File: config.mk
export PLATFORM = sky130hd
export DESIGN_NAME = exposure_setup_regs
export DESIGN_NICKNAME = d
export VERILOG_FILES = /design/src/verilog/exposure_setup_pkg.sv /design/src/verilog/sync_two_flop.sv /design/src/verilog/exposure_setup_regs.sv
export SDC_FILE = /design/constraint.sdc
export NUM_CORES = 1
export LEC_CHECK = 0
export BUFFER_PORTS_ARGS = -buffer_cell sky130_fd_sc_hd__buf_2
export CAP_MARGIN = 20
export CORE_MARGIN = 2
export CORE_UTILIZATION = 40
export CTS_CLUSTER_DIAMETER = 150
export DETAILED_ROUTE_END_ITERATION = 10
export PLACE_DENSITY = 0.71
export SLEW_MARGIN = 25
export SYNTH_ARGS = -nofsm -noshare
export SYNTH_HDL_FRONTEND = slang
export SYNTH_SLANG_ARGS = --single-unit
File: constraint.sdc
create_clock -name i_core_clk -period 3.15 [get_ports i_core_clk]
set_input_delay 0.4725 -clock i_core_clk [delete_from_list [all_inputs] [get_ports i_core_clk]]
set_output_delay 0.4725 -clock i_core_clk [all_outputs]
set_load 0.02 [all_outputs]
File: src/verilog/exposure_setup_pkg.sv
// Constants for the exposure-loop status and sequencer setup register bank.
// Assumes one core clock and a host that reaches the bank over a four-wire serial port.
package exposure_setup_pkg;

  // Serial frame layout: address, direction bit, data word.
  localparam int unsigned ADDR_BITS = 9;
  localparam int unsigned DATA_BITS = 16;
  localparam logic [4:0]  DIR_BIT_CNT  = 5'h09;
  localparam logic [4:0]  LAST_BIT_CNT = 5'h19;
  localparam logic        DIR_WRITE    = 1'h1;

  // Register addresses.
  localparam logic [8:0] ADDR_CALIB_A      = 9'h0B3;
  localparam logic [8:0] ADDR_CALIB_B      = 9'h0B4;
  localparam logic [8:0] ADDR_CALIB_C      = 9'h0B5;
  localparam logic [8:0] ADDR_COUNT_LOW    = 9'h0B8;
  localparam logic [8:0] ADDR_COUNT_HIGH   = 9'h0B9;
  localparam logic [8:0] ADDR_MEAN_LOCK    = 9'h0BA;
  localparam logic [8:0] ADDR_INTEG_RB     = 9'h0BB;
  localparam logic [8:0] ADDR_AMP_RB       = 9'h0BC;
  localparam logic [8:0] ADDR_RSVD_RO      = 9'h0BD;
  localparam logic [8:0] ADDR_SEQ_SETUP    = 9'h0C0;

  // Field positions.
  localparam int unsigned MEAN_LSB        = 0;
  localparam int unsigned MEAN_WIDTH      = 10;
  localparam int unsigned LOCK_BIT        = 12;
  localparam int unsigned COUNT_HIGH_W    = 3;
  localparam int unsigned AMP_FIRST_LSB   = 0;
  localparam int unsigned AMP_SECOND_LSB  = 2;
  localparam int unsigned DIGITAL_LSB     = 4;
  localparam int unsigned DIGITAL_WIDTH   = 12;
  localparam int unsigned CALIB_WIDTH     = 10;
  localparam int unsigned SETUP_RUN_BIT   = 0;
  localparam int unsigned SETUP_ROLL_BIT  = 1;
  localparam int unsigned SETUP_TRIG_BIT  = 4;
  localparam int unsigned SETUP_SLAVE_BIT = 5;

  // Reset values.
  localparam logic [9:0]  CALIB_A_RST = 10'h0AA;
  localparam logic [9:0]  CALIB_B_RST = 10'h100;
  localparam logic [9:0]  CALIB_C_RST = 10'h155;
  localparam logic        SETUP_BIT_RST = 1'h0;
  localparam logic [15:0] WORD_ZERO   = 16'h0000;
  localparam logic        SYNC_RST_LOW  = 1'h0;
  localparam logic        SYNC_RST_HIGH = 1'h1;

  // Serial engine phases.
  typedef enum logic [1:0] {
    PH_ADDR,
    PH_DATA_RD,
    PH_DATA_WR,
    PH_DONE
  } phase_t;

endpackage

File: src/verilog/sync_two_flop.sv
// Two-flop level synchroniser for pins arriving from outside the core clock.
// Assumes the pin changes slowly compared with the core clock.
`timescale 1ns/1ps
module sync_two_flop #(
  parameter logic RST_VAL = 1'h0
) (
  input  wire logic i_core_clk,
  input  wire logic i_rst,
  input  wire logic i_async,
  output logic      o_sync
);

  logic meta_r;
  logic meta_nxt;
  logic sync_r;
  logic sync_nxt;

  // Only the second flop is visible outside; the first may be metastable.
  always_comb begin
    meta_nxt = i_async;
    sync_nxt = meta_r;
  end

  // Both stages reset to the idle level of the pin.
  always_ff @(posedge i_core_clk or posedge i_rst) begin
    if (i_rst) begin
      meta_r <= RST_VAL;
      sync_r <= RST_VAL;
    end else begin
      meta_r <= meta_nxt;
      sync_r <= sync_nxt;
    end
  end

  assign o_sync = sync_r;

endmodule

File: src/verilog/exposure_setup_regs.sv
// Register bank: exposure-loop status readback and the first sequencer setup word.
// Assumes the host serial clock runs well below a quarter of the core clock,
// and that the exposure-loop status inputs are on the core clock.
`timescale 1ns/1ps
module exposure_setup_regs (
  input  wire logic        i_core_clk,
  input  wire logic        i_rst,
  input  wire logic        i_spi_sclk,
  input  wire logic        i_spi_cs_n,
  input  wire logic        i_spi_mosi,
  output logic             o_spi_miso,
  input  wire logic [18:0] i_sampled_count,
  input  wire logic [9:0]  i_mean_level,
  input  wire logic        i_loop_locked,
  input  wire logic [15:0] i_applied_integration,
  input  wire logic [1:0]  i_analog_amp_first,
  input  wire logic [1:0]  i_analog_amp_second,
  input  wire logic [11:0] i_digital_amp,
  output logic             o_seq_run,
  output logic             o_rolling_shutter,
  output logic             o_triggered,
  output logic             o_slave_timing
);

  logic sclk_s;
  logic cs_n_s;
  logic mosi_s;

  // Every host pin is synchronised before the engine looks at it.
  sync_two_flop #(.RST_VAL(exposure_setup_pkg::SYNC_RST_LOW)) u_sync_sclk (
    .i_core_clk (i_core_clk),
    .i_rst      (i_rst),
    .i_async    (i_spi_sclk),
    .o_sync     (sclk_s)
  );
  sync_two_flop #(.RST_VAL(exposure_setup_pkg::SYNC_RST_HIGH)) u_sync_cs (
    .i_core_clk (i_core_clk),
    .i_rst      (i_rst),
    .i_async    (i_spi_cs_n),
    .o_sync     (cs_n_s)
  );
  sync_two_flop #(.RST_VAL(exposure_setup_pkg::SYNC_RST_LOW)) u_sync_mosi (
    .i_core_clk (i_core_clk),
    .i_rst      (i_rst),
    .i_async    (i_spi_mosi),
    .o_sync     (mosi_s)
  );

  // Serial engine state.
  exposure_setup_pkg::phase_t phase_r;
  exposure_setup_pkg::phase_t phase_nxt;
  logic        sclk_d_r;
  logic        sclk_d_nxt;
  logic [4:0]  bit_cnt_r;
  logic [4:0]  bit_cnt_nxt;
  logic [8:0]  addr_sh_r;
  logic [8:0]  addr_sh_nxt;
  logic [15:0] wr_sh_r;
  logic [15:0] wr_sh_nxt;
  logic [15:0] rd_sh_r;
  logic [15:0] rd_sh_nxt;
  logic        miso_r;
  logic        miso_nxt;
  logic        sclk_rise;
  logic        sclk_fall;
  logic        ld_read;
  logic        wr_commit;
  logic [15:0] wr_word;
  logic [15:0] rd_word;

  // Setup state.
  logic       run_r;
  logic       run_nxt;
  logic       roll_r;
  logic       roll_nxt;
  logic       trig_r;
  logic       trig_nxt;
  logic       slave_r;
  logic       slave_nxt;
  logic       trig_eff_r;
  logic       trig_eff_nxt;
  logic       slave_eff_r;
  logic       slave_eff_nxt;
  logic [9:0] calib_a_r;
  logic [9:0] calib_a_nxt;
  logic [9:0] calib_b_r;
  logic [9:0] calib_b_nxt;
  logic [9:0] calib_c_r;
  logic [9:0] calib_c_nxt;

  // Edges of the synchronised serial clock; both read the second flop only.
  assign sclk_rise = sclk_s & ~sclk_d_r;
  assign sclk_fall = ~sclk_s & sclk_d_r;
  assign wr_word   = {wr_sh_r[14:0], mosi_s};

  // Read multiplexer; status is sampled at the moment the direction bit arrives.
  // Unmapped and reserved read-only addresses return zero.
  always_comb begin
    rd_word = exposure_setup_pkg::WORD_ZERO;
    case (addr_sh_r)
      exposure_setup_pkg::ADDR_CALIB_A: begin
        rd_word[exposure_setup_pkg::CALIB_WIDTH-1:0] = calib_a_r;
      end
      exposure_setup_pkg::ADDR_CALIB_B: begin
        rd_word[exposure_setup_pkg::CALIB_WIDTH-1:0] = calib_b_r;
      end
      exposure_setup_pkg::ADDR_CALIB_C: begin
        rd_word[exposure_setup_pkg::CALIB_WIDTH-1:0] = calib_c_r;
      end
      exposure_setup_pkg::ADDR_COUNT_LOW: begin
        rd_word = i_sampled_count[15:0];
      end
      exposure_setup_pkg::ADDR_COUNT_HIGH: begin
        rd_word[exposure_setup_pkg::COUNT_HIGH_W-1:0] = i_sampled_count[18:16];
      end
      exposure_setup_pkg::ADDR_MEAN_LOCK: begin
        rd_word[exposure_setup_pkg::MEAN_WIDTH-1:exposure_setup_pkg::MEAN_LSB] =
          i_mean_level;
        rd_word[exposure_setup_pkg::LOCK_BIT] = i_loop_locked;
      end
      exposure_setup_pkg::ADDR_INTEG_RB: begin
        rd_word = i_applied_integration;
      end
      exposure_setup_pkg::ADDR_AMP_RB: begin
        rd_word[exposure_setup_pkg::AMP_FIRST_LSB +: 2]  = i_analog_amp_first;
        rd_word[exposure_setup_pkg::AMP_SECOND_LSB +: 2] = i_analog_amp_second;
        rd_word[exposure_setup_pkg::DIGITAL_LSB +: exposure_setup_pkg::DIGITAL_WIDTH] =
          i_digital_amp;
      end
      exposure_setup_pkg::ADDR_SEQ_SETUP: begin
        rd_word[exposure_setup_pkg::SETUP_RUN_BIT]   = run_r;
        rd_word[exposure_setup_pkg::SETUP_ROLL_BIT]  = roll_r;
        rd_word[exposure_setup_pkg::SETUP_TRIG_BIT]  = trig_r;
        rd_word[exposure_setup_pkg::SETUP_SLAVE_BIT] = slave_r;
      end
      default: begin
        rd_word = exposure_setup_pkg::WORD_ZERO;
      end
    endcase
  end

  // Serial engine: address shifts in on rising edges, then one direction bit,
  // then sixteen data bits. Read data leaves on falling edges, MSB first.
  always_comb begin
    phase_nxt   = phase_r;
    sclk_d_nxt  = sclk_s;
    bit_cnt_nxt = bit_cnt_r;
    addr_sh_nxt = addr_sh_r;
    wr_sh_nxt   = wr_sh_r;
    rd_sh_nxt   = rd_sh_r;
    miso_nxt    = miso_r;
    ld_read     = 1'h0;
    wr_commit   = 1'h0;
    if (cs_n_s) begin
      // Deselect aborts any partial frame, so a short frame never writes.
      phase_nxt   = exposure_setup_pkg::PH_ADDR;
      bit_cnt_nxt = 5'h00;
      miso_nxt    = 1'h0;
    end else if (sclk_rise) begin
      bit_cnt_nxt = 5'(bit_cnt_r + 5'h01);
      case (phase_r)
        exposure_setup_pkg::PH_ADDR: begin
          if (bit_cnt_r == exposure_setup_pkg::DIR_BIT_CNT) begin
            if (mosi_s == exposure_setup_pkg::DIR_WRITE) begin
              phase_nxt = exposure_setup_pkg::PH_DATA_WR;
            end else begin
              phase_nxt = exposure_setup_pkg::PH_DATA_RD;
              rd_sh_nxt = rd_word;
              ld_read   = 1'h1;
            end
          end else begin
            addr_sh_nxt = {addr_sh_r[7:0], mosi_s};
          end
        end
        exposure_setup_pkg::PH_DATA_WR: begin
          wr_sh_nxt = wr_word;
          if (bit_cnt_r == exposure_setup_pkg::LAST_BIT_CNT) begin
            wr_commit = 1'h1;
            phase_nxt = exposure_setup_pkg::PH_DONE;
          end
        end
        exposure_setup_pkg::PH_DATA_RD: begin
          if (bit_cnt_r == exposure_setup_pkg::LAST_BIT_CNT) begin
            phase_nxt = exposure_setup_pkg::PH_DONE;
          end
        end
        exposure_setup_pkg::PH_DONE: begin
          // Surplus clocks after a full frame are ignored.
          bit_cnt_nxt = bit_cnt_r;
        end
        default: begin
          phase_nxt = exposure_setup_pkg::PH_ADDR;
        end
      endcase
    end else if (sclk_fall && phase_r == exposure_setup_pkg::PH_DATA_RD) begin
      miso_nxt  = rd_sh_r[15];
      rd_sh_nxt = {rd_sh_r[14:0], 1'h0};
    end
  end

  // Serial engine registers.
  always_ff @(posedge i_core_clk or posedge i_rst) begin
    if (i_rst) begin
      phase_r   <= exposure_setup_pkg::PH_ADDR;
      sclk_d_r  <= 1'h0;
      bit_cnt_r <= 5'h00;
      addr_sh_r <= 9'h000;
      wr_sh_r   <= 16'h0000;
      rd_sh_r   <= 16'h0000;
      miso_r    <= 1'h0;
    end else begin
      phase_r   <= phase_nxt;
      sclk_d_r  <= sclk_d_nxt;
      bit_cnt_r <= bit_cnt_nxt;
      addr_sh_r <= addr_sh_nxt;
      wr_sh_r   <= wr_sh_nxt;
      rd_sh_r   <= rd_sh_nxt;
      miso_r    <= miso_nxt;
    end
  end

  // Setup writes. The gated mode outputs are registered from the next values,
  // so each output is a flop yet follows the stored bits with no extra lag.
  always_comb begin
    run_nxt     = run_r;
    roll_nxt    = roll_r;
    trig_nxt    = trig_r;
    slave_nxt   = slave_r;
    calib_a_nxt = calib_a_r;
    calib_b_nxt = calib_b_r;
    calib_c_nxt = calib_c_r;
    if (wr_commit) begin
      case (addr_sh_r)
        exposure_setup_pkg::ADDR_SEQ_SETUP: begin
          run_nxt   = wr_word[exposure_setup_pkg::SETUP_RUN_BIT];
          roll_nxt  = wr_word[exposure_setup_pkg::SETUP_ROLL_BIT];
          trig_nxt  = wr_word[exposure_setup_pkg::SETUP_TRIG_BIT];
          slave_nxt = wr_word[exposure_setup_pkg::SETUP_SLAVE_BIT];
        end
        exposure_setup_pkg::ADDR_CALIB_A: begin
          calib_a_nxt = wr_word[exposure_setup_pkg::CALIB_WIDTH-1:0];
        end
        exposure_setup_pkg::ADDR_CALIB_B: begin
          calib_b_nxt = wr_word[exposure_setup_pkg::CALIB_WIDTH-1:0];
        end
        exposure_setup_pkg::ADDR_CALIB_C: begin
          calib_c_nxt = wr_word[exposure_setup_pkg::CALIB_WIDTH-1:0];
        end
        default: begin
          // Read-only and unmapped addresses swallow the write.
          run_nxt = run_r;
        end
      endcase
    end
    trig_eff_nxt  = trig_nxt & ~roll_nxt;
    slave_eff_nxt = slave_nxt & ~roll_nxt;
  end

  // Setup registers; the sequencer comes out of reset idle.
  always_ff @(posedge i_core_clk or posedge i_rst) begin
    if (i_rst) begin
      run_r       <= exposure_setup_pkg::SETUP_BIT_RST;
      roll_r      <= exposure_setup_pkg::SETUP_BIT_RST;
      trig_r      <= exposure_setup_pkg::SETUP_BIT_RST;
      slave_r     <= exposure_setup_pkg::SETUP_BIT_RST;
      trig_eff_r  <= exposure_setup_pkg::SETUP_BIT_RST;
      slave_eff_r <= exposure_setup_pkg::SETUP_BIT_RST;
      calib_a_r   <= exposure_setup_pkg::CALIB_A_RST;
      calib_b_r   <= exposure_setup_pkg::CALIB_B_RST;
      calib_c_r   <= exposure_setup_pkg::CALIB_C_RST;
    end else begin
      run_r       <= run_nxt;
      roll_r      <= roll_nxt;
      trig_r      <= trig_nxt;
      slave_r     <= slave_nxt;
      trig_eff_r  <= trig_eff_nxt;
      slave_eff_r <= slave_eff_nxt;
      calib_a_r   <= calib_a_nxt;
      calib_b_r   <= calib_b_nxt;
      calib_c_r   <= calib_c_nxt;
    end
  end

  // Outputs come straight from flops.
  assign o_spi_miso        = miso_r;
  assign o_seq_run         = run_r;
  assign o_rolling_shutter = roll_r;
  assign o_triggered       = trig_eff_r;
  assign o_slave_timing    = slave_eff_r;
endmodule

==> reports/results.tsv, run 1 <==
stage	metric	value	unit
sta	Final Hold Viols	0	
sta	Tightest Pin Transition	0.981	ns
worst_setup_path	Stages on worst setup path	4	
grt	GRT Util Overall	0.203	
routing	drt first pass iters	5	
die	die area	12500	µm²
die	initial core utilization	0.408	
synth	syn nets	472	
worst_setup_path	Worst Path Buf+Inv	0	
grt	initial antenna violation count	0	
sta	fin crit share	0.807	
layout	synth-to-layout area growth	16.0	%
grt	met2 track demand over resource	0.324	
worst_setup_path	CP max-delay cell	dfrtp_1	
die	core outline area	11400	µm²
synth	post-synth top area share	0.394	
run	Maximum Capacitance Violations	0	
clock_tree	clock-pin transition on the worst setup and hold timing paths	0.06	ns
clock_tree	Longest Clk Path Bufs	2	
worst_setup_path	worst reg2reg path depth	4	
routing	post-DR vias/cell	5.90	
die	chip height	112	µm
synth	Seq/Total Area, Yosys	0.462	
grt	vias in the first global route	3758	
grt	global-route wire length before repair	19900	µm
placement	final estimated routing congestion in global placement	0.908	
clock_tree	Post-CTS Setup Inserts	0	
layout	Nets	538	
clock_tree	cts hold-fix bufs	0	
layout	# fillers	1046	
synth	yosys warns	0	
placement	IO buf count	71	
grt	GR peak layer	met2	
power_and_ir_drop	Clock Power Share	0.342	
hold_path	Hold Crit Class	input port to asynchronous set/reset pin	
outcome	status	finished, final reports clean	
worst_setup_path	Worst Path Required	3.37	ns
layout	final instance area	5380	µm²
worst_setup_path	max incr delay on CP	0.89	ns
sta	Clock Skews	0.00541	ns
power_and_ir_drop	Switch Pwr	0.000892	W
synth	synthesized cell area	4640	µm²
grt	met1 Track Usage GR	0.275	
worst_setup_path	Critical Path Sink Type	flip-flop	
layout	# diodes	0	
power_and_ir_drop	VDD IR max	252	µV
sta	RSZ-0062 raised after global routing	no	
layout	layout cells sized above 1	0.370	
power_and_ir_drop	Net Sw Frac	0.312	
layout	commonest non-fill, non-tap cell in the layout	dfrtp_1	
synth	Distinct cells, synth	64	
sta	Tmin final	2.54	ns
synth	cell taking the most area after synthesis	dfrtp_1	
sta	Fmax	0.393	GHz
grt	largest net degree at the start of global routing	48	
sta	Slew headroom	0.346	
clock_tree	quantity of gates resized following cts	0	
grt	met3 Track Usage GR	0.0446	
worst_setup_path	crit path DAT	2.76	ns
sta	setup TNS	0	ns
sta	Slew Limit Fails	0	
routing	drt initial violations	268	
synth	mean area per synthesized cell	11.6	µm²
worst_setup_path	Setup crit start kind	flip-flop	
worst_setup_path	Top delay family on crit path	simple AND/OR/NAND/NOR gates	
sta	final setup violating endpoints	0	
power_and_ir_drop	share of power burned in combinational logic	0.191	
worst_setup_path	kind of critical path	flip-flop to flip-flop	
placement	DP Area	5110	µm²
synth	Syn Inst Count	399	
worst_setup_path	reg2reg end	calib_a_r[2]$_DFFE_PP0P_	
die	Rows	39	
clock_tree	# H-tree levels	3	
clock_tree	insertion delay of the later-clocked pin in the worst-skew pair	0.34	ns
clock_tree	TritonCTS Buffers	9	
routing	Detailed Route WL	12300	µm
power_and_ir_drop	leak pwr	2.43	nW
clock_tree	clk sinks	85	
layout	commonest non-fill, non-tap cells in the layout	73 x dfrtp_1, 71 x buf_2, 42 x mux2_2, 25 x nand2_1, 21 x a22oi_1	
synth	FFs w/ async S/R, synth	1.00	
power_and_ir_drop	overall power	0.00286	W
routing	routed len/inst	20.1	µm
power_and_ir_drop	PD cells	531	nW/µm²
worst_setup_path	critical path fanouts, max	24	
routing	post-route ant nets	0	
clock_tree	Root Buffer	clkbuf_16	
layout	register area	2140	µm²
synth	ys flop type	dfrtp_1	
synth	Post-synth EDFFs	0	
die	Die X	112	µm
power_and_ir_drop	Pint	0.00197	W
clock_tree	CTS tree	built	
worst_setup_path	launching point of the worst reg2reg path	addr_sh_r[1]$_DFFE_PP0P_	
sta	Hold Slack	0.216	ns
worst_setup_path	Reg2Reg Setup Slack	0.61	ns
routing	DRC	0	
grt	global route overflow	0	
placement	HPWL Detailed	8830	µm
worst_setup_path	CP Cell Sequence	and2_0 -> and4b_1 -> nand2_2 -> mux2_2	
die	io pins	72	
layout	area of the multi-input gates	2360	µm²
layout	fin cells	613	
synth	Synth Register Bits	85	
power_and_ir_drop	Seq pwr share	0.466	
routing	routed via count	3619	
placement	Cells after DPL	597	
synth	ranking of synthesized cells by area	dfrtp_1 39%, mux2_2 10%, dfstp_2 6.8%	
-- how the worst max path moves through the flow --
stage                                         from                        to  slack, ns
after floorplan                              i_rst  addr_sh_r[0]$_DFFE_PP0P_       0.50
after global placement    addr_sh_r[1]$_DFFE_PP0P_  calib_a_r[8]$_DFFE_PP0P_       0.70
final                     addr_sh_r[1]$_DFFE_PP0P_  calib_a_r[2]$_DFFE_PP0P_       0.61
after detailed placement  addr_sh_r[1]$_DFFE_PP0P_  calib_a_r[2]$_DFFE_PP0P_       0.67
after global routing      addr_sh_r[2]$_DFFE_PP0P_    rd_sh_r[7]$_DFFE_PP0P_       0.46
after CTS                 addr_sh_r[2]$_DFFE_PP0P_    rd_sh_r[7]$_DFFE_PP0P_       0.63
-- cells in the mapped netlist, types with 8 or more instances --
cell,number
dfrtp_1,73
mux2_2,42
nand2_1,25
a22oi_1,21
mux2_4,18
nor2_1,16
dfstp_2,12
a21oi_1,10
a22o_1,10
buf_2,10
mux2i_1,9
nand3b_1,9
o21ai_1,8
-- registers in the layout, indices dropped and copies added (netlist names), 2 cells and up --
name	cells
rd_sh_r	16
calib_a_r	10
calib_b_r	10
calib_c_r	10
addr_sh_r	9
wr_sh_r	9
bit_cnt_r	5
phase_r	2
-- metrics by stage --
| step | utilization | worst slack (ns) |
|---|---|---|
| finish | 0.474 | 0.609 |
| global route | 0.474 | 0.462 |
| CTS | 0.474 | 0.634 |
| detailed placement | 0.450 | 0.673 |
| global placement | 0.450 | 0.697 |
| floorplan | - | 0.504 |
-- power groups by stage --
stage	clock network (W)	registers (W)	logic (W)
2_1_floorplan	0	0.00121	0.000505
3_3_place_gp	0	0.00134	0.000531
3_5_place_dp	0	0.00135	0.000538
4_1_cts	0.000994	0.00133	0.000543
5_1_grt	0.00104	0.00135	0.000588
6_report	0.000979	0.00133	0.000546
-- cells by family after synthesis --
family	count (synthesis)	share of synthesized area
AND/OR/NAND/NOR	106	0.139
AO/OA/AOI/OAI	100	0.162
flip-flops	85	0.462
multiplexers	71	0.184
buffers and inverters	27	0.0294
adder cells (fa/ha/maj)	6	0.0162
XOR/XNOR	4	0.00755
-- routing by layer --
metal	vias up	part of all wire
met5	-	0
met4	0	0.023
met3	24	0.068
met2	142	0.47
met1	1806	0.44
li1	1647	-
-- cell type report --
cell class | count | share of cell area
Timing Repair Buffer | 76 | 0.0753
Inverter | 6 | 0.00442
Clock inverter | 3 | 0.00395
Clock buffer | 13 | 0.0465
Tap cell | 143 | 0.0332
Multi-Input combinational cell | 287 | 0.439
Sequential cell | 85 | 0.398
(Power assumes the default switching activity.)
==> run 2: changes to the inputs <==
--- a/config.mk
+++ b/config.mk
@@ -5,6 +5,7 @@
 export SDC_FILE = /design/constraint.sdc
 export NUM_CORES = 1
 export LEC_CHECK = 0
+export ABC_AREA = 1
 export BUFFER_PORTS_ARGS = -buffer_cell sky130_fd_sc_hd__buf_2
 export CAP_MARGIN = 20
 export CORE_MARGIN = 2
==> constraint.sdc (replaced) <==
create_clock -name i_core_clk -period 2.6 [get_ports i_core_clk]
set_input_delay 0.39 -clock i_core_clk [delete_from_list [all_inputs] [get_ports i_core_clk]]
set_output_delay 0.39 -clock i_core_clk [all_outputs]
set_load 0.02 [all_outputs]
==> reports/results.tsv, run 2 <==
stage	metric	value	unit	change
synth	ys flop type	dfrtp_1		
layout	# diodes	0		unchanged
clock_tree	insertion delay of the later-clocked pin in the worst-skew pair	0.35	ns	about the same
layout	# fillers	1123		+7.4%
sta	setup TNS	0	ns	unchanged
die	Die X	111	µm	-0.19%
layout	commonest non-fill, non-tap cell in the layout	nand2_1		
layout	Nets	775		+44%
synth	count leader, synth	nand2_1		
layout	commonest non-fill, non-tap cells in the layout	213 x nand2_1, 73 x dfrtp_1, 71 x buf_2, 67 x nor2_1, 63 x o21ai_0		
grt	global-route wire length before repair	21400	µm	+7.3%
routing	Detailed Route WL	13000	µm	+5.7%
worst_setup_path	worst setup path endpoint	calib_a_r[9]$_DFFE_PP0P_		
sta	Slew headroom	0.501		+0.155
synth	Synth Register Bits	85		unchanged
worst_setup_path	Critical Path Start	addr_sh_r[3]$_DFFE_PP0P_		
synth	Seq/Total Area, Yosys	0.463		+0.00187
die	initial core utilization	0.407		-0.00165
placement	DP Area	5120	µm²	+0.17%
routing	DRC	0		unchanged
clock_tree	TritonCTS Buffers	9		unchanged
worst_setup_path	most used cell, CP	nand2_1		
clock_tree	cts hold-fix bufs	0		unchanged
grt	global route overflow	0		unchanged
synth	Synth top cells by count	213 x nand2_1, 73 x dfrtp_1, 67 x nor2_1		
clock_tree	Post-CTS Setup Inserts	0		unchanged
die	core outline area	11400	µm²	unchanged
layout	layout cells sized above 1	0.191		-0.179
routing	drt first pass iters	5		unchanged
worst_setup_path	Stages on worst setup path	8		+4
die	io pins	72		unchanged
power_and_ir_drop	leak pwr	2.67	nW	+9.9%
layout	Largest register FFs	16		unchanged
worst_setup_path	Reg2Reg Setup Slack	0.37	ns	-0.24 ns
sta	RSZ-0062 raised after global routing	no		
worst_setup_path	worst reg2reg path depth	8		+4
synth	FFs w/ async S/R, synth	1.00		unchanged
grt	initial antenna violation count	0		unchanged
clock_tree	quantity of gates resized following cts	0		unchanged
worst_setup_path	crit path DAT	2.44	ns	-0.32 ns
placement	HPWL Detailed	9480	µm	+7.5%
synth	Post-synth EDFFs	0		unchanged
clock_tree	clk sinks	85		unchanged
grt	largest net degree at the start of global routing	38		-21%
sta	final setup violating endpoints	0		unchanged
worst_setup_path	max incr delay on CP	0.45	ns	-0.44 ns
worst_setup_path	launching point of the worst reg2reg path	addr_sh_r[3]$_DFFE_PP0P_		
clock_tree	Longest Clk Path Bufs	2		unchanged
sta	Clock Skews	0.00531	ns	-0.0000936 ns
synth	cell taking the most area after synthesis	dfrtp_1		
die	die area	12400	µm²	-0.38%
synth	Syn Inst Count	632		+58%
placement	IO buf count	71		unchanged
die	chip height	111	µm	-0.19%
sta	Fmax	0.449	GHz	+14%
hold_path	Hold Crit Class	input port to asynchronous set/reset pin		
routing	post-route ant nets	0		unchanged
clock_tree	# H-tree levels	3		unchanged
clock_tree	Root Buffer	clkbuf_16		
placement	final estimated routing congestion in global placement	0.928		+2.3%
worst_setup_path	Worst Path Buf+Inv	2		+2
worst_setup_path	CP max-delay cell	dfrtp_1		
routing	routed via count	4443		+23%
clock_tree	CTS tree	built		
routing	routed len/inst	15.3	µm	-24%
power_and_ir_drop	VDD IR max	348	µV	+38%
sta	Tmin final	2.23	ns	-0.315 ns
grt	GRT Util Overall	0.215		+0.0121
power_and_ir_drop	overall power	0.00315	W	+10%
layout	Top reg by flops	rd_sh_r		
synth	syn nets	705		+49%
worst_setup_path	Worst Path Required	2.81	ns	-0.56 ns
layout	final instance area	5440	µm²	+1.1%
worst_setup_path	reg2reg end	calib_a_r[9]$_DFFE_PP0P_		
sta	Slew Limit Fails	0		unchanged
synth	ranking of synthesized cells by area	dfrtp_1 40%, nand2_1 17%, dfstp_2 6.8%		
sta	fin crit share	0.856		+0.0496
grt	vias in the first global route	4239		+13%
sta	Hold Slack	0.124	ns	-0.0920 ns
worst_setup_path	critical path fanouts, max	20		-17%
synth	mean area per synthesized cell	7.31	µm²	-37%
power_and_ir_drop	PD cells	578	nW/µm²	+8.9%
clock_tree	clock-pin transition on the worst setup and hold timing paths	0.06	ns	about the same
synth	post-synth top area share	0.395		+0.00160
run	Maximum Capacitance Violations	0		unchanged
worst_setup_path	Setup crit start kind	flip-flop		
worst_setup_path	CP Cell Sequence	inv_1 -> nand2_1 -> nor2_4 -> nand3_1 -> inv_2 -> nand2_1 -> nand2_1 -> o21ai_0		
sta	Final Hold Viols	0		unchanged
worst_setup_path	Critical Path Sink Type	flip-flop		
worst_setup_path	kind of critical path	flip-flop to flip-flop		
routing	post-DR vias/cell	5.23		-11%
synth	yosys warns	0		unchanged
die	Rows	39		unchanged
layout	synth-to-layout area growth	17.8	%	
routing	drt initial violations	485		+81%
synth	synthesized cell area	4620	µm²	-0.40%
sta	Tightest Pin Transition	0.744	ns	-0.237 ns
synth	Distinct cells, synth	29		-55%
outcome	status	finished, final reports clean		
worst_setup_path	Top delay family on crit path	simple AND/OR/NAND/NOR gates		
-- run 2: cell types whose count changed after synthesis, sizes merged, moves of 7 or more --
cell,change
a211oi,-7
a21oi,+17
a22o,-10
a22oi,-21
inv,+56
mux2,-62
mux2i,-9
nand2,+188
nand2b,-7
nand3,+20
nand3b,-7
nand4,+22
nor2,+60
o21ai,+57
-- run 2: layer usage --
| layer | wire length [µm] | share of wire | vias to the layer above | global-route usage |
|---|---|---|---|---|
| li1 | - | - | 2164 | - |
| met1 | 5930 | 0.46 | 2059 | 0.302 |
| met2 | 5820 | 0.45 | 189 | 0.327 |
| met3 | 987 | 0.076 | 31 | 0.0561 |
| met4 | 269 | 0.021 | 0 | 0.0716 |
| met5 | 0 | 0 | - | 0 |
-- run 2: where the power goes --
group	switching [W]	internal [W]	leakage (nW)	total, W
Combinational	0.000231	0.0000991	1.48	0.000330
Sequential	0.0000498	0.00137	1.04	0.00142
Clock	0.000555	0.000846	0.152	0.00140
-- run 2: cells by family after synthesis --
family / count (synthesis) / synth area share
AOI/OAI and AO/OA: 102 / 0.114
xor gates and xnor gates: 2 / 0.00379
adders and majority gates: 6 / 0.0162
buffers and inverters: 85 / 0.0788
DFF: 85 / 0.463
and+or+nand+nor: 352 / 0.323
-- run 2: worst register-to-register path, delay by kind of cell (launching register included) --
| family | cells | cell delay [ns] |
|---|---|---|
| simple gates | 5 | 1.25 |
| flops | 1 | 0.45 |
| buf+inv | 2 | 0.30 |
| compound gates | 1 | 0.09 |
-- run 2: cell type report --
cell class	instances	area (µm²)	share of cell area
timing repair buffer	82	450	0.0827
multi-input combinational	462	2120	0.389
clock inverter	7	97.6	0.0179
sequential	85	2140	0.393
clock buffer	9	225	0.0414
tap	143	179	0.0329
inverter	62	234	0.0430
-- run 2: worst min path at each step --
| stage | endpoint | start | cells after the start | slack [ns] |
|---|---|---|---|---|
| 6_report | o_slave_timing$_DFF_PP0_ | i_rst | 2 | 0.12 |
| 5_1_grt | u_sync_cs.meta_r$_DFF_PP1_ | i_spi_cs_n | 1 | 0.13 |
| 4_1_cts | u_sync_cs.meta_r$_DFF_PP1_ | i_spi_cs_n | 1 | 0.13 |
| 3_5_place_dp | u_sync_mosi.o_sync$_DFF_PP0_ | u_sync_mosi.meta_r$_DFF_PP0_ | 0 | 0.34 |
| 3_3_place_gp | u_sync_mosi.o_sync$_DFF_PP0_ | u_sync_mosi.meta_r$_DFF_PP0_ | 0 | 0.34 |
| 2_1_floorplan | u_sync_mosi.o_sync$_DFF_PP0_ | u_sync_mosi.meta_r$_DFF_PP0_ | 0 | 0.33 |
-- run 2: metrics by stage --
step,std cells,setup WS [ns],util
global placement,834,0.447,0.450
global route,850,0.130,0.479
finish,850,0.373,0.479
CTS,850,0.422,0.479
detailed placement,834,0.485,0.450
floorplan,632,0.0364,-
